--- src/hls_defines.vh ---
// hls_defines.vh: shared constants for the hardware loop sequencer
// assumes: included by its bare name from every design file of the block
`ifndef HLS_DEFINES_VH
`define HLS_DEFINES_VH

`define HLS_ADDR_W 32
`define HLS_CNT_W 32
`define HLS_STACK_DEPTH 6
`define HLS_PTR_W 3
`define HLS_COND_W 5
// loop type codes stored with each stack entry
`define HLS_TYPE_W 2
`define HLS_TYPE_COUNT 2'h0
`define HLS_TYPE_ARITH 2'h1
`define HLS_TYPE_FOREVER 2'h2
// flush depth: stages from the fourth memory stage back to the first fetch stage; pipeline depth is one more
`define HLS_FLUSH_STAGES 4'ha
`define HLS_PIPE_DEPTH 4'hb
`define HLS_SHORT_LIMIT 32'h0000000b
`define HLS_EMPTY_ADDR 32'hffffffff
// entry layout: {late, type, cond, end address}
`define HLS_ENTRY_W 40
`define HLS_F_ADDR_LSB 0
`define HLS_F_COND_LSB 32
`define HLS_F_TYPE_LSB 37
`define HLS_F_LATE_BIT 39

`endif

--- src/hls_loop_seq.v ---
// hls_loop_seq.v: hardware loop sequencer for an eleven-stage pipeline
// assumes: fetch unit reports the first-fetch address, execute pipe reports its last-stage
// instruction and condition result; same clock throughout
//
// Contract
// - late-check loop decrements and tests count when end address is in last execute stage
// - late-check loop finishes when count is one with valid end in last execute stage
// - late-check exit flushes fourth memory stage back to first fetch, ten lost cycles
// - on exit pop loop and pc stacks, fetch instruction after end address next cycle
// - end address in first fetch and loop unfinished: branch back to top next cycle
// - loop-start opcode selects early or late check
// - loops unrolling to fewer than eleven instructions always use late check
// - force-late mode bit makes every counter loop late check
// - arithmetic loop of three or more tested when end-minus-two is in last execute stage
// - arithmetic loop of one or two tested when its end is in last execute stage
// - arithmetic test true lets one more instruction run, flushes the younger ones
// - after arithmetic exit fetch end instruction next cycle, then sequential ones
// - one-instruction loop tested every cycle; one and two instruction loops overrun
// - endless loop repeats until interrupt or reset
// - loop start pushes end address, condition code and loop type on loop stack
// - loop stack saves addresses and counts automatically for nesting
// - early-check loop pops stack before end instruction reaches last execute stage
// - after early-check exit top-address read returns next entry's end address
// - late-check loop top-address read returns its own entry's end address
// - loop start pushes top-of-loop address and type on pc stack
// - loop address stack holds six 32-bit entries; seventh push overflows
// - top-address read with empty stack returns all ones
// - initial count of zero runs the loop two to the thirty-second times
`timescale 1ns/100ps
`include "hls_defines.vh"

module hls_loop_seq (
  input wire ref_clk_i,
  input wire reset_i,
  input wire force_late_loop_check_i,
  input wire start_valid_i,
  input wire start_early_i,
  input wire [`HLS_TYPE_W-1:0] start_type_i,
  input wire [`HLS_COND_W-1:0] start_cond_i,
  input wire [`HLS_ADDR_W-1:0] start_end_addr_i,
  input wire [`HLS_ADDR_W-1:0] start_top_addr_i,
  input wire [`HLS_CNT_W-1:0] initial_loop_count_i,
  input wire [`HLS_ADDR_W-1:0] fetch_addr_i,
  input wire fetch_valid_i,
  input wire [`HLS_ADDR_W-1:0] exec_addr_i,
  input wire exec_valid_i,
  input wire cond_true_i,
  input wire abort_i,
  output reg redirect_o,
  output reg [`HLS_ADDR_W-1:0] redirect_addr_o,
  output reg flush_o,
  output reg flush_keep_one_o,
  output reg [`HLS_ADDR_W-1:0] top_loop_end_address_o,
  output reg [`HLS_CNT_W-1:0] current_loop_count_o,
  output reg pc_push_o,
  output reg [`HLS_ADDR_W-1:0] pc_push_addr_o,
  output reg [`HLS_TYPE_W-1:0] pc_push_type_o,
  output reg pc_pop_o,
  output reg overflow_o
);

  ////////////////////////////////////////////////////////////////////////////
  // stack state

  reg [`HLS_PTR_W-1:0] depth_reg;
  reg [`HLS_PTR_W-1:0] depth_next;
  reg [`HLS_ADDR_W-1:0] top_addr_reg [0:`HLS_STACK_DEPTH-1];
  reg [`HLS_CNT_W-1:0] count_stack_reg [0:`HLS_STACK_DEPTH-1];
  reg [`HLS_CNT_W-1:0] current_loop_count_reg;
  reg [`HLS_CNT_W-1:0] current_loop_count_next;
  reg popped_early_reg;
  reg popped_early_next;
  reg [`HLS_ADDR_W-1:0] early_end_reg;
  reg [`HLS_ADDR_W-1:0] early_end_next;
  reg [`HLS_ADDR_W-1:0] top_start_reg;
  reg [`HLS_ADDR_W-1:0] top_start_next;
  wire [`HLS_ENTRY_W-1:0] top_entry;
  wire [`HLS_ENTRY_W-1:0] push_entry;
  wire [`HLS_PTR_W-1:0] top_idx;
  wire [`HLS_PTR_W-1:0] rd_idx;
  reg stack_valid_reg;

  wire active = (depth_reg != 3'h0) && stack_valid_reg;
  wire [`HLS_ADDR_W-1:0] cur_end = top_entry[`HLS_F_ADDR_LSB +: `HLS_ADDR_W];
  wire [`HLS_TYPE_W-1:0] cur_type = top_entry[`HLS_F_TYPE_LSB +: `HLS_TYPE_W];
  wire cur_late = top_entry[`HLS_F_LATE_BIT];
  wire [`HLS_ADDR_W-1:0] cur_top = top_addr_reg[top_idx];
  wire [`HLS_ADDR_W-1:0] body_len = cur_end - cur_top + 32'h00000001;
  assign top_idx = depth_reg - 3'h1;

  wire [63:0] unrolled = {32'h0, start_end_addr_i - start_top_addr_i + 32'h00000001} *
                         {(initial_loop_count_i == 32'h0) ? 32'hffffffff : initial_loop_count_i};
  wire start_late = force_late_loop_check_i || !start_early_i ||
                    (initial_loop_count_i != 32'h0 && unrolled < {32'h0, `HLS_SHORT_LIMIT});
  // short body: start is seen in the last stage after the end was fetched, so refetch from top
  wire start_short = (start_end_addr_i - start_top_addr_i) < {28'h0, `HLS_FLUSH_STAGES};
  assign push_entry = {start_late, start_type_i, start_cond_i, start_end_addr_i};

  ////////////////////////////////////////////////////////////////////////////
  // termination detection

  wire is_count = (cur_type == `HLS_TYPE_COUNT);
  wire is_arith = (cur_type == `HLS_TYPE_ARITH);
  wire fetch_at_end = active && fetch_valid_i && (fetch_addr_i == cur_end) && !popped_early_reg;
  // late count test in last stage
  wire late_done = active && is_count && cur_late && exec_valid_i && exec_addr_i == cur_end &&
                   current_loop_count_reg == 32'h00000001;
  // early count test at first fetch
  wire early_done = fetch_at_end && is_count && !cur_late && current_loop_count_reg == 32'h00000001;
  // arithmetic test point; one-instruction loop hits every cycle
  wire [`HLS_ADDR_W-1:0] arith_probe = (body_len >= 32'h00000003) ? cur_end - 32'h00000002 : cur_end;
  wire arith_done = active && is_arith && exec_valid_i && exec_addr_i == arith_probe && cond_true_i;
  // endless loops never end here; only abort or reset leaves them
  wire any_pop = late_done || early_done || arith_done || (active && abort_i);

  wire mem_wr = start_valid_i && depth_reg != 3'h6 && !any_pop;
  assign rd_idx = mem_wr ? depth_reg : (any_pop && depth_reg > 3'h1) ? depth_reg - 3'h2 : top_idx;

  hls_stack_mem u_mem (
    .ref_clk_i(ref_clk_i),
    .reset_i(reset_i),
    .wr_en_i(mem_wr),
    .wr_idx_i(depth_reg),
    .wr_data_i(push_entry),
    .rd_idx_i(rd_idx),
    .rd_data_o(top_entry)
  );

  ////////////////////////////////////////////////////////////////////////////
  // next state

  always @* begin
    depth_next = depth_reg;
    current_loop_count_next = current_loop_count_reg;
    popped_early_next = popped_early_reg;
    early_end_next = early_end_reg;
    top_start_next = cur_top;
    if (any_pop) begin
      depth_next = depth_reg - 3'h1;
      popped_early_next = 1'b0;
      current_loop_count_next = (depth_reg > 3'h1) ? count_stack_reg[depth_reg - 3'h2] : `HLS_EMPTY_ADDR;
    end else if (mem_wr) begin
      depth_next = depth_reg + 3'h1;
      current_loop_count_next = initial_loop_count_i;
      popped_early_next = 1'b0;
      top_start_next = start_top_addr_i;
    end else if (active && is_count && current_loop_count_reg != 32'h00000001) begin
      // zero wraps to all ones, giving two to the 32nd passes
      if ((cur_late && exec_valid_i && exec_addr_i == cur_end) || (!cur_late && fetch_at_end)) begin
        current_loop_count_next = current_loop_count_reg - 32'h00000001;
      end
    end
    if (early_done) begin
      early_end_next = cur_end;
    end
  end

  // end address of the entry beneath the top, kept beside the memory so a pop reads it at once
  reg [`HLS_ADDR_W-1:0] end_shadow_reg [0:`HLS_STACK_DEPTH-1];
  wire [`HLS_ADDR_W-1:0] top_entry_below = (depth_reg > 3'h1) ? end_shadow_reg[depth_reg - 3'h2] :
                                            `HLS_EMPTY_ADDR;
  integer j;
  always @(posedge ref_clk_i) begin
    if (reset_i) begin
      for (j = 0; j < `HLS_STACK_DEPTH; j = j + 1) begin
        end_shadow_reg[j] <= {`HLS_ADDR_W{1'b0}};
      end
    end else if (mem_wr) begin
      end_shadow_reg[depth_reg] <= start_end_addr_i;
    end
  end

  ////////////////////////////////////////////////////////////////////////////
  // registers

  integer i;
  always @(posedge ref_clk_i) begin
    if (reset_i) begin
      depth_reg <= 3'h0;
      stack_valid_reg <= 1'b0;
      current_loop_count_reg <= `HLS_EMPTY_ADDR;
      popped_early_reg <= 1'b0;
      early_end_reg <= {`HLS_ADDR_W{1'b0}};
      top_start_reg <= {`HLS_ADDR_W{1'b0}};
      redirect_o <= 1'b0;
      redirect_addr_o <= {`HLS_ADDR_W{1'b0}};
      flush_o <= 1'b0;
      flush_keep_one_o <= 1'b0;
      top_loop_end_address_o <= `HLS_EMPTY_ADDR;
      current_loop_count_o <= `HLS_EMPTY_ADDR;
      pc_push_o <= 1'b0;
      pc_push_addr_o <= {`HLS_ADDR_W{1'b0}};
      pc_push_type_o <= `HLS_TYPE_COUNT;
      pc_pop_o <= 1'b0;
      overflow_o <= 1'b0;
      for (i = 0; i < `HLS_STACK_DEPTH; i = i + 1) begin
        top_addr_reg[i] <= {`HLS_ADDR_W{1'b0}};
        count_stack_reg[i] <= {`HLS_CNT_W{1'b0}};
      end
    end else begin
      depth_reg <= depth_next;
      stack_valid_reg <= (depth_next != 3'h0);
      current_loop_count_reg <= current_loop_count_next;
      popped_early_reg <= popped_early_next;
      early_end_reg <= early_end_next;
      top_start_reg <= top_start_next;
      if (mem_wr) begin
        top_addr_reg[depth_reg] <= start_top_addr_i;
      end
      // a push must not overwrite the saved count of the loop beneath it
      if (!any_pop && !mem_wr && active) begin
        count_stack_reg[top_idx] <= current_loop_count_next;
      end
      if (mem_wr) begin
        count_stack_reg[depth_reg] <= initial_loop_count_i;
      end
      overflow_o <= start_valid_i && depth_reg == 3'h6 && !any_pop;
      // top-of-loop and type onto pc stack
      pc_push_o <= mem_wr;
      pc_push_addr_o <= start_top_addr_i;
      pc_push_type_o <= start_type_i;
      pc_pop_o <= any_pop;
      // late exit flushes ten younger stages
      flush_o <= late_done || arith_done || (mem_wr && start_short);
      // arithmetic exit keeps one more instruction
      flush_keep_one_o <= arith_done;
      redirect_o <= 1'b0;
      if (late_done || early_done) begin
        redirect_o <= 1'b1;
        redirect_addr_o <= cur_end + 32'h00000001;
      end else if (arith_done) begin
        // refetch the end instruction, then run sequentially
        redirect_o <= 1'b1;
        redirect_addr_o <= cur_end;
      end else if (mem_wr && start_short) begin
        // restart a short body from its top
        redirect_o <= 1'b1;
        redirect_addr_o <= start_top_addr_i;
      end else if (fetch_at_end) begin
        redirect_o <= 1'b1;
        redirect_addr_o <= cur_top;
      end
      if (depth_next == 3'h0) begin
        top_loop_end_address_o <= `HLS_EMPTY_ADDR;
      end else if (mem_wr) begin
        top_loop_end_address_o <= start_end_addr_i;
      end else if (any_pop) begin
        top_loop_end_address_o <= top_entry_below;
      end else begin
        top_loop_end_address_o <= cur_end;
      end
      current_loop_count_o <= current_loop_count_next;
    end
  end

endmodule // hls_loop_seq

--- src/hls_stack_mem.v ---
// hls_stack_mem.v: six-entry loop stack storage with registered top-of-stack read
// assumes: caller never writes and reads the same entry with conflicting intent
`timescale 1ns/100ps
`include "hls_defines.vh"

module hls_stack_mem (
  input wire ref_clk_i,
  input wire reset_i,
  input wire wr_en_i,
  input wire [`HLS_PTR_W-1:0] wr_idx_i,
  input wire [`HLS_ENTRY_W-1:0] wr_data_i,
  input wire [`HLS_PTR_W-1:0] rd_idx_i,
  output reg [`HLS_ENTRY_W-1:0] rd_data_o
);

  reg [`HLS_ENTRY_W-1:0] mem [0:`HLS_STACK_DEPTH-1];

  always @(posedge ref_clk_i) begin
    if (wr_en_i) begin
      mem[wr_idx_i] <= wr_data_i;
    end
  end

  // read data out of a register; the writer bypasses so a fresh push is visible at once
  always @(posedge ref_clk_i) begin
    if (reset_i) begin
      rd_data_o <= {`HLS_ENTRY_W{1'b0}};
    end else if (wr_en_i && wr_idx_i == rd_idx_i) begin
      rd_data_o <= wr_data_i;
    end else begin
      rd_data_o <= mem[rd_idx_i];
    end
  end

endmodule // hls_stack_mem
--- config.mk ---
export PLATFORM = sky130hd
export DESIGN_NAME = hls_loop_seq
export DESIGN_NICKNAME = d
export VERILOG_FILES = /design/src/hls_loop_seq.v /design/src/hls_stack_mem.v
export VERILOG_INCLUDE_DIRS = /design/src
export SDC_FILE = /design/constraint.sdc
export NUM_CORES = 2
export LEC_CHECK = 0
export ABC_CLOCK_PERIOD_IN_PS = 13550
export BUFFER_PORTS_ARGS = -buffer_cell sky130_fd_sc_hd__buf_2
export CORE_UTILIZATION = 58
export DETAILED_ROUTE_END_ITERATION = 8
export PLACE_DENSITY = 0.78
export RECOVER_POWER = 25
export SLEW_MARGIN = 20
export SYNTH_ARGS = -nofsm -noshare
export SYNTH_HDL_FRONTEND = slang
export SYNTH_SLANG_ARGS = --single-unit
export TNS_END_PERCENT = 50
--- constraint.sdc ---
create_clock -name ref_clk_i -period 13.55 [get_ports ref_clk_i]
set_clock_uncertainty 0.15 [all_clocks]
set_input_delay 2.0325 -clock ref_clk_i [delete_from_list [all_inputs] [get_ports ref_clk_i]]
set_output_delay 2.0325 -clock ref_clk_i [all_outputs]
set_load 0.01 [all_outputs]
## Word level (Yosys, flattened, before mapping)

Memory sizes are Yosys's and may differ from the RTL's. A register that Yosys moved wholly into a read port is not among the register bits.
Cells that the tools add are included.

| word-level totals | value |
|---|---|
| register bits | 140 |
| bits in writable memories | 816 |
| input port bits | 176 |
| logic and storage cells | 136 |
| memories | 4 |

Memory list:

| memory | depth | bits a word | rd ports | clocked after Yosys merged registers in | wr ports | RTL line | source |
|---|---|---|---|---|---|---|---|
| u_mem.mem | 6 | 40 | 1 | 1 | 1 | hls_stack_mem.v:16 | `` reg [`HLS_ENTRY_W-1:0] mem [0:`HLS_STACK_DEPTH-1]; `` |
| count_stack_reg | 6 | 32 | 1 | 0 | 6 | hls_loop_seq.v:68 | `` reg [`HLS_CNT_W-1:0] count_stack_reg [0:`HLS_STACK_DEPTH-1]; `` |
| end_shadow_reg | 6 | 32 | 1 | 0 | 6 | hls_loop_seq.v:159 | `` reg [`HLS_ADDR_W-1:0] end_shadow_reg [0:`HLS_STACK_DEPTH-1]; `` |
| top_addr_reg | 6 | 32 | 1 | 0 | 6 | hls_loop_seq.v:67 | `` reg [`HLS_ADDR_W-1:0] top_addr_reg [0:`HLS_STACK_DEPTH-1]; `` |

| operators by class | value |
|---|---|
| $add $sub $neg | 10 |
| multipliers | 1 |
| magnitude comparators | 4 |
| equality and inequality tests | 8 |
| muxes and demuxes | 43 |
| reduce and logical (&&, ||, !) cells | 53 |

Operators with widths:

| kind | count |
|---|---|
| $mux 32 | 18 |
| $reduce_or 32->1 | 4 |
| $add 32x1->32 const B | 3 |
| $eq 32x32->1 | 3 |
| $lt 64x4->1 const B | 1 |
| $mul 32x32->64 | 1 |
| $sub 32x32->32 | 2 |
| $eq 32x1->1 const B | 1 |
| $ge 32x2->1 const B | 1 |
| $logic_not 32->1 | 1 |
| $lt 32x4->1 const B | 1 |
| $ne 32x1->1 const B | 1 |
| $reduce_bool 32->1 | 1 |
| $sub 32x1->32 const B | 1 |
| $sub 32x2->32 const B | 1 |
| $logic_and 1x1->1 | 29 |
| $mux 3 | 8 |
| $mux 1 | 17 |
| $logic_or 1x1->1 | 8 |
| $reduce_bool 3->1 | 2 |
| $logic_not 1->1 | 4 |
| $reduce_bool 4->1 | 1 |
| $add 3x1->3 const B | 1 |
| $eq 3x3->1 const B | 1 |
| other kinds (8) | 8 |

## Depth between registers and ports, before layout

An unclocked memory read counts as a cell.

| logic depth | value |
|---|---|
| depth after elaboration | 22 |
| gate-level depth with buffers | 54 |

## Hierarchy

From an unflattened synthesis, not the netlist that was laid out.

| second synthesis, totals | value |
|---|---|
| cells, all modules | 8319 |
| area total of the unflattened synthesis | 90286.6 um^2 |

By module, submodules not included:

| module | instances | cells each | area each (um^2) |
|---|---|---|---|
| hls_loop_seq | 1 | 7799 | 79653.9 |
| hls_stack_mem | 1 | 520 | 10632.7 |

## Worst setup path after synthesis

OpenSTA, ideal clock, no wires.

| timing path | value |
|---|---|
| path type | input to register |
| start point | input port start_end_addr_i[0] |
| end point | register u_mem.rd_data_o[39], read port of u_mem.mem |
| library setup time | 0.070 ns |
| arrival time | 13.873 ns |
| data required time | 13.330 ns |
| slack | -0.544 ns |
| cell stages on the path | 50 |
| buffers on the path | 1 |
| path through | inv_1 > ha_1 > inv_1 > fa_1 > a21o_1 > a21oi_1 > o21ai_0 > a211o_1 > a2111oi_0 > o21ai_0 > xor2_1 > and4_1 > nand3_1 > inv_1 > and3_1 > nand2_1 > nor3_1 > xor2_1 > (+14 left out) > inv_1 > fa_1 > inv_1 > ha_1 > nand4_1 > or3_1 > a2111oi_0 > o211ai_1 > a311oi_1 > o21ai_0 > o41ai_1 > a21oi_1 > xnor2_1 > nand4_1 > or4_1 > nand3b_1 > nand2_1 > a21oi_1 |

RTL lines:

| element | RTL line | source |
|---|---|---|
| start: declaration | hls_loop_seq.v:40 | `` input wire [`HLS_ADDR_W-1:0] start_end_addr_i, `` |
| end: declaration | hls_stack_mem.v:13 | `` output reg [`HLS_ENTRY_W-1:0] rd_data_o `` |

==> flow_summary.toml <==
[outcome]
outcome = "finished, violations left"
violations = "max-capacitance violations, max-slew violations, negative setup slack"

[sta]
setup_ws_ns = -0.166
worst_slew_pin_slew_ns = 2.72
period_needed_ns = 13.72
slew_headroom_pct = -81.4
setup_viol = 109
finalCritPeriodShare_pct = 101
hold_viol_final = 0
tns_ns = -9.83
rsz0062_at_grt = "yes"
timing.final.max_slew_violations = 122
max_freq_mhz = 72.9
whs_ns = 0.305

[worst_setup_path]
cp_max_fo = 6
critPathSlowestCell = "fa_1"
cp_common_cell = "fa_1"
required_ns = 14.05
cp_data_arrival_time_ns = 14.21
critPathMaxStageDelay_ns = 0.58
critical_path_class = "primary input to register"
timing.rr.start = "depth_reg[0]"
critPathLaunchType = "primary input"
r2r_end = "count_stack_reg[2][14]"
ff2ff_setup_slack_ns = -0.14
r2r_cells = 26
crit_path_end_kind = "register"

[synth]
synth_area_leader_cell = "edfxtp_1"
syn_inst = 8289
ys_warn_count = 0
avgSynthCellArea_sq_um = 10.6
yosysMostFrequentCell = "inv_1"
synth_commonest_cells = "inv_1, nand2_1, nor2_1, edfxtp_1, fa_1"
synth_seq_cells = 1153
synth_cell_type_count = 104
netlist_area_sq_mm = 0.0877
synthFlopType = "edfxtp_1"
syn-num-nets = 9732
synth_area_leaders = "edfxtp_1, fa_1, ha_1"
netlist.area_leader.share_pct = 33.5
ys_async_sr_fraction_pct = 0
synth-edff-count = 978
ys_seq_area_share_pct = 37.5

[global_routing]
grt_pass1_wl_um = 460000
track_usage_pct = 41.5
grt_pass1_vias = 71912
grt-ovfl-total = 0
grt_start_max_net_pins = 88
grt_antenna_before_repair = 17

[detailed_routing]
drc = 0
vias = 69931
wirelength_um = 314000
antenna_left = 0
drt_iter0_drc = 8428
vias_per_cell = 6.27
routedWlPerCell_um = 28.2
dr.pass1.iters = 9

[worst_hold_path]
whs_path_depth = 2
hold_end = "redirect_addr_o[14]"
hp-class = "register to register"
min-delay-start = "redirect_addr_o[14]"

[die]
die_height_um = 391
num_io_pins = 312
rows = 142
die_w_um = 391
die_area_sq_mm = 0.153
start_util_pct = 58.5
fp.coreArea_sq_mm = 0.150

[clocking]
worstSkewPairLatency_ns = 0.81
cts_tree = "done"
cts-root-buf = "clkbuf_16"
cts_sinks = 1153
clockBufferDepth = 3
path_clk_slew_ns = 0.06
numCtsBuffers = 112
h-tree-depth = 3

[flow_run]
maxCapViolCount = 4

[placement]
finalWeightedCongestion = 1.05
dp.cells = 10880
post-dp-hpwl_um = 231000
port-buffer-count = 306

[layout]
finish.utilization_pct = 67.6
fillers = 11253
area_growth_syn_to_layout_pct = 15.5
drive_above_1_share_pct = 17.7
nNetsFinal = 10472
instances_no_fill = 11154
worst max-delay path by stage:
stage                                to  cells past startpoint           startpoint  slack (ns)
finish              u_mem.rd_data_o[39]                     47  start_end_addr_i[7]       -0.17
global route        u_mem.rd_data_o[39]                     53  start_end_addr_i[0]       -0.48
CTS                 u_mem.rd_data_o[39]                     54  start_end_addr_i[0]       0.002
detailed placement     u_mem.mem[4][39]                     55  start_end_addr_i[0]       -1.56
global placement    u_mem.rd_data_o[39]                     57  start_end_addr_i[0]       -1.59
floorplan           u_mem.rd_data_o[39]                     51  start_end_addr_i[0]       -0.07
placed cells by master (no fill, tap or decap), drive strengths merged, types with 24 or more instances in the layout:
cell type / netlist / final
o21ai: 175 / 175
nand3: 68 / 68
nand4: 49 / 49
nor3: 145 / 145
nand2b: 24 / 24
inv: 1124 / 1126
dfxtp: 175 / 175
or2: 74 / 74
o21a: 26 / 26
a211oi: 25 / 25
and3: 67 / 67
mux2i: 109 / 109
fa: 898 / 898
buf: 95 / 926
a2111oi: 50 / 50
a21oi: 217 / 217
clkbuf: 396 / 352
mux4: 192 / 192
mux2: 37 / 37
xor2: 86 / 86
nor4: 39 / 39
or3: 30 / 30
a21o: 84 / 84
edfxtp: 978 / 978
nor2: 995 / 995
ha: 369 / 369
xnor2: 153 / 153
o221ai: 31 / 31
nand2: 1069 / 1069
a31oi: 70 / 70
and2: 137 / 137
o211ai: 50 / 50
clkinv: 2 / 38
routing by layer:
metal | routed length (um) | GRT usage (%) | vias up
li1 | - | - | 29090
met1 | 108000 | 52.6 | 34460
met2 | 139000 | 63.0 | 5246
met3 | 41400 | 10.8 | 1119
met4 | 25300 | 27.7 | 16
met5 | 275 | 0 | -
through the flow:
| step | worst slack [ns] | cell area, sq um |
|---|---|---|
| 6_report | -0.166 | 101000 |
| 3_5_place_dp | -1.56 | 96500 |
| 4_1_cts | 0.00241 | 101000 |
| 5_1_grt | -0.480 | 101000 |
| 2_1_floorplan | -0.0742 | 87800 |
| 3_3_place_gp | -1.59 | 96500 |
critical path, delay by kind of cell:
family	cells	cell delay, ns
adders and majority gates	10	4.94
buffers and inverters	9	1.55
and+or+nand+nor	16	2.88
AOI/OAI and AO/OA	9	2.29
xor gates and xnor gates	3	0.48
final cells by class:
cell class / instances / area, sq um / area share [%]
repair buffers: 1117 / 7920 / 7.82
diodes: 10 / 25.0 / 0.0247
well taps: 2016 / 2520 / 2.49
clock inverters: 51 / 594 / 0.587
multi-input cells: 5519 / 50000 / 49.3
clock buffers: 162 / 3150 / 3.11
inverters: 1126 / 4230 / 4.17
flip-flops and latches: 1153 / 32900 / 32.5
kinds of logic after synthesis:
| logic type | count (synthesis) | synth area share [%] |
|---|---|---|
| buffers and inverters | 1617 | 7.02 |
| and+or+nand+nor | 2768 | 13.7 |
| AOI/OAI and AO/OA | 907 | 6.97 |
| xor gates and xnor gates | 239 | 2.40 |
| muxes | 338 | 6.65 |
| DFF | 1153 | 37.5 |
| adders and majority gates | 1267 | 25.8 |
repair_timing:
item | in CTS | in global routing
gates resized for setup | 138 | 98
setup buffers | 45 | 9
pin swaps | 84 | 63
hold buffers | 0 | 0
setup endpoints to repair | 7 | 7
Power is left out: the tool's default activity adds up to more than one toggle a clock period on the data nets, which glitch-free logic cannot reach.
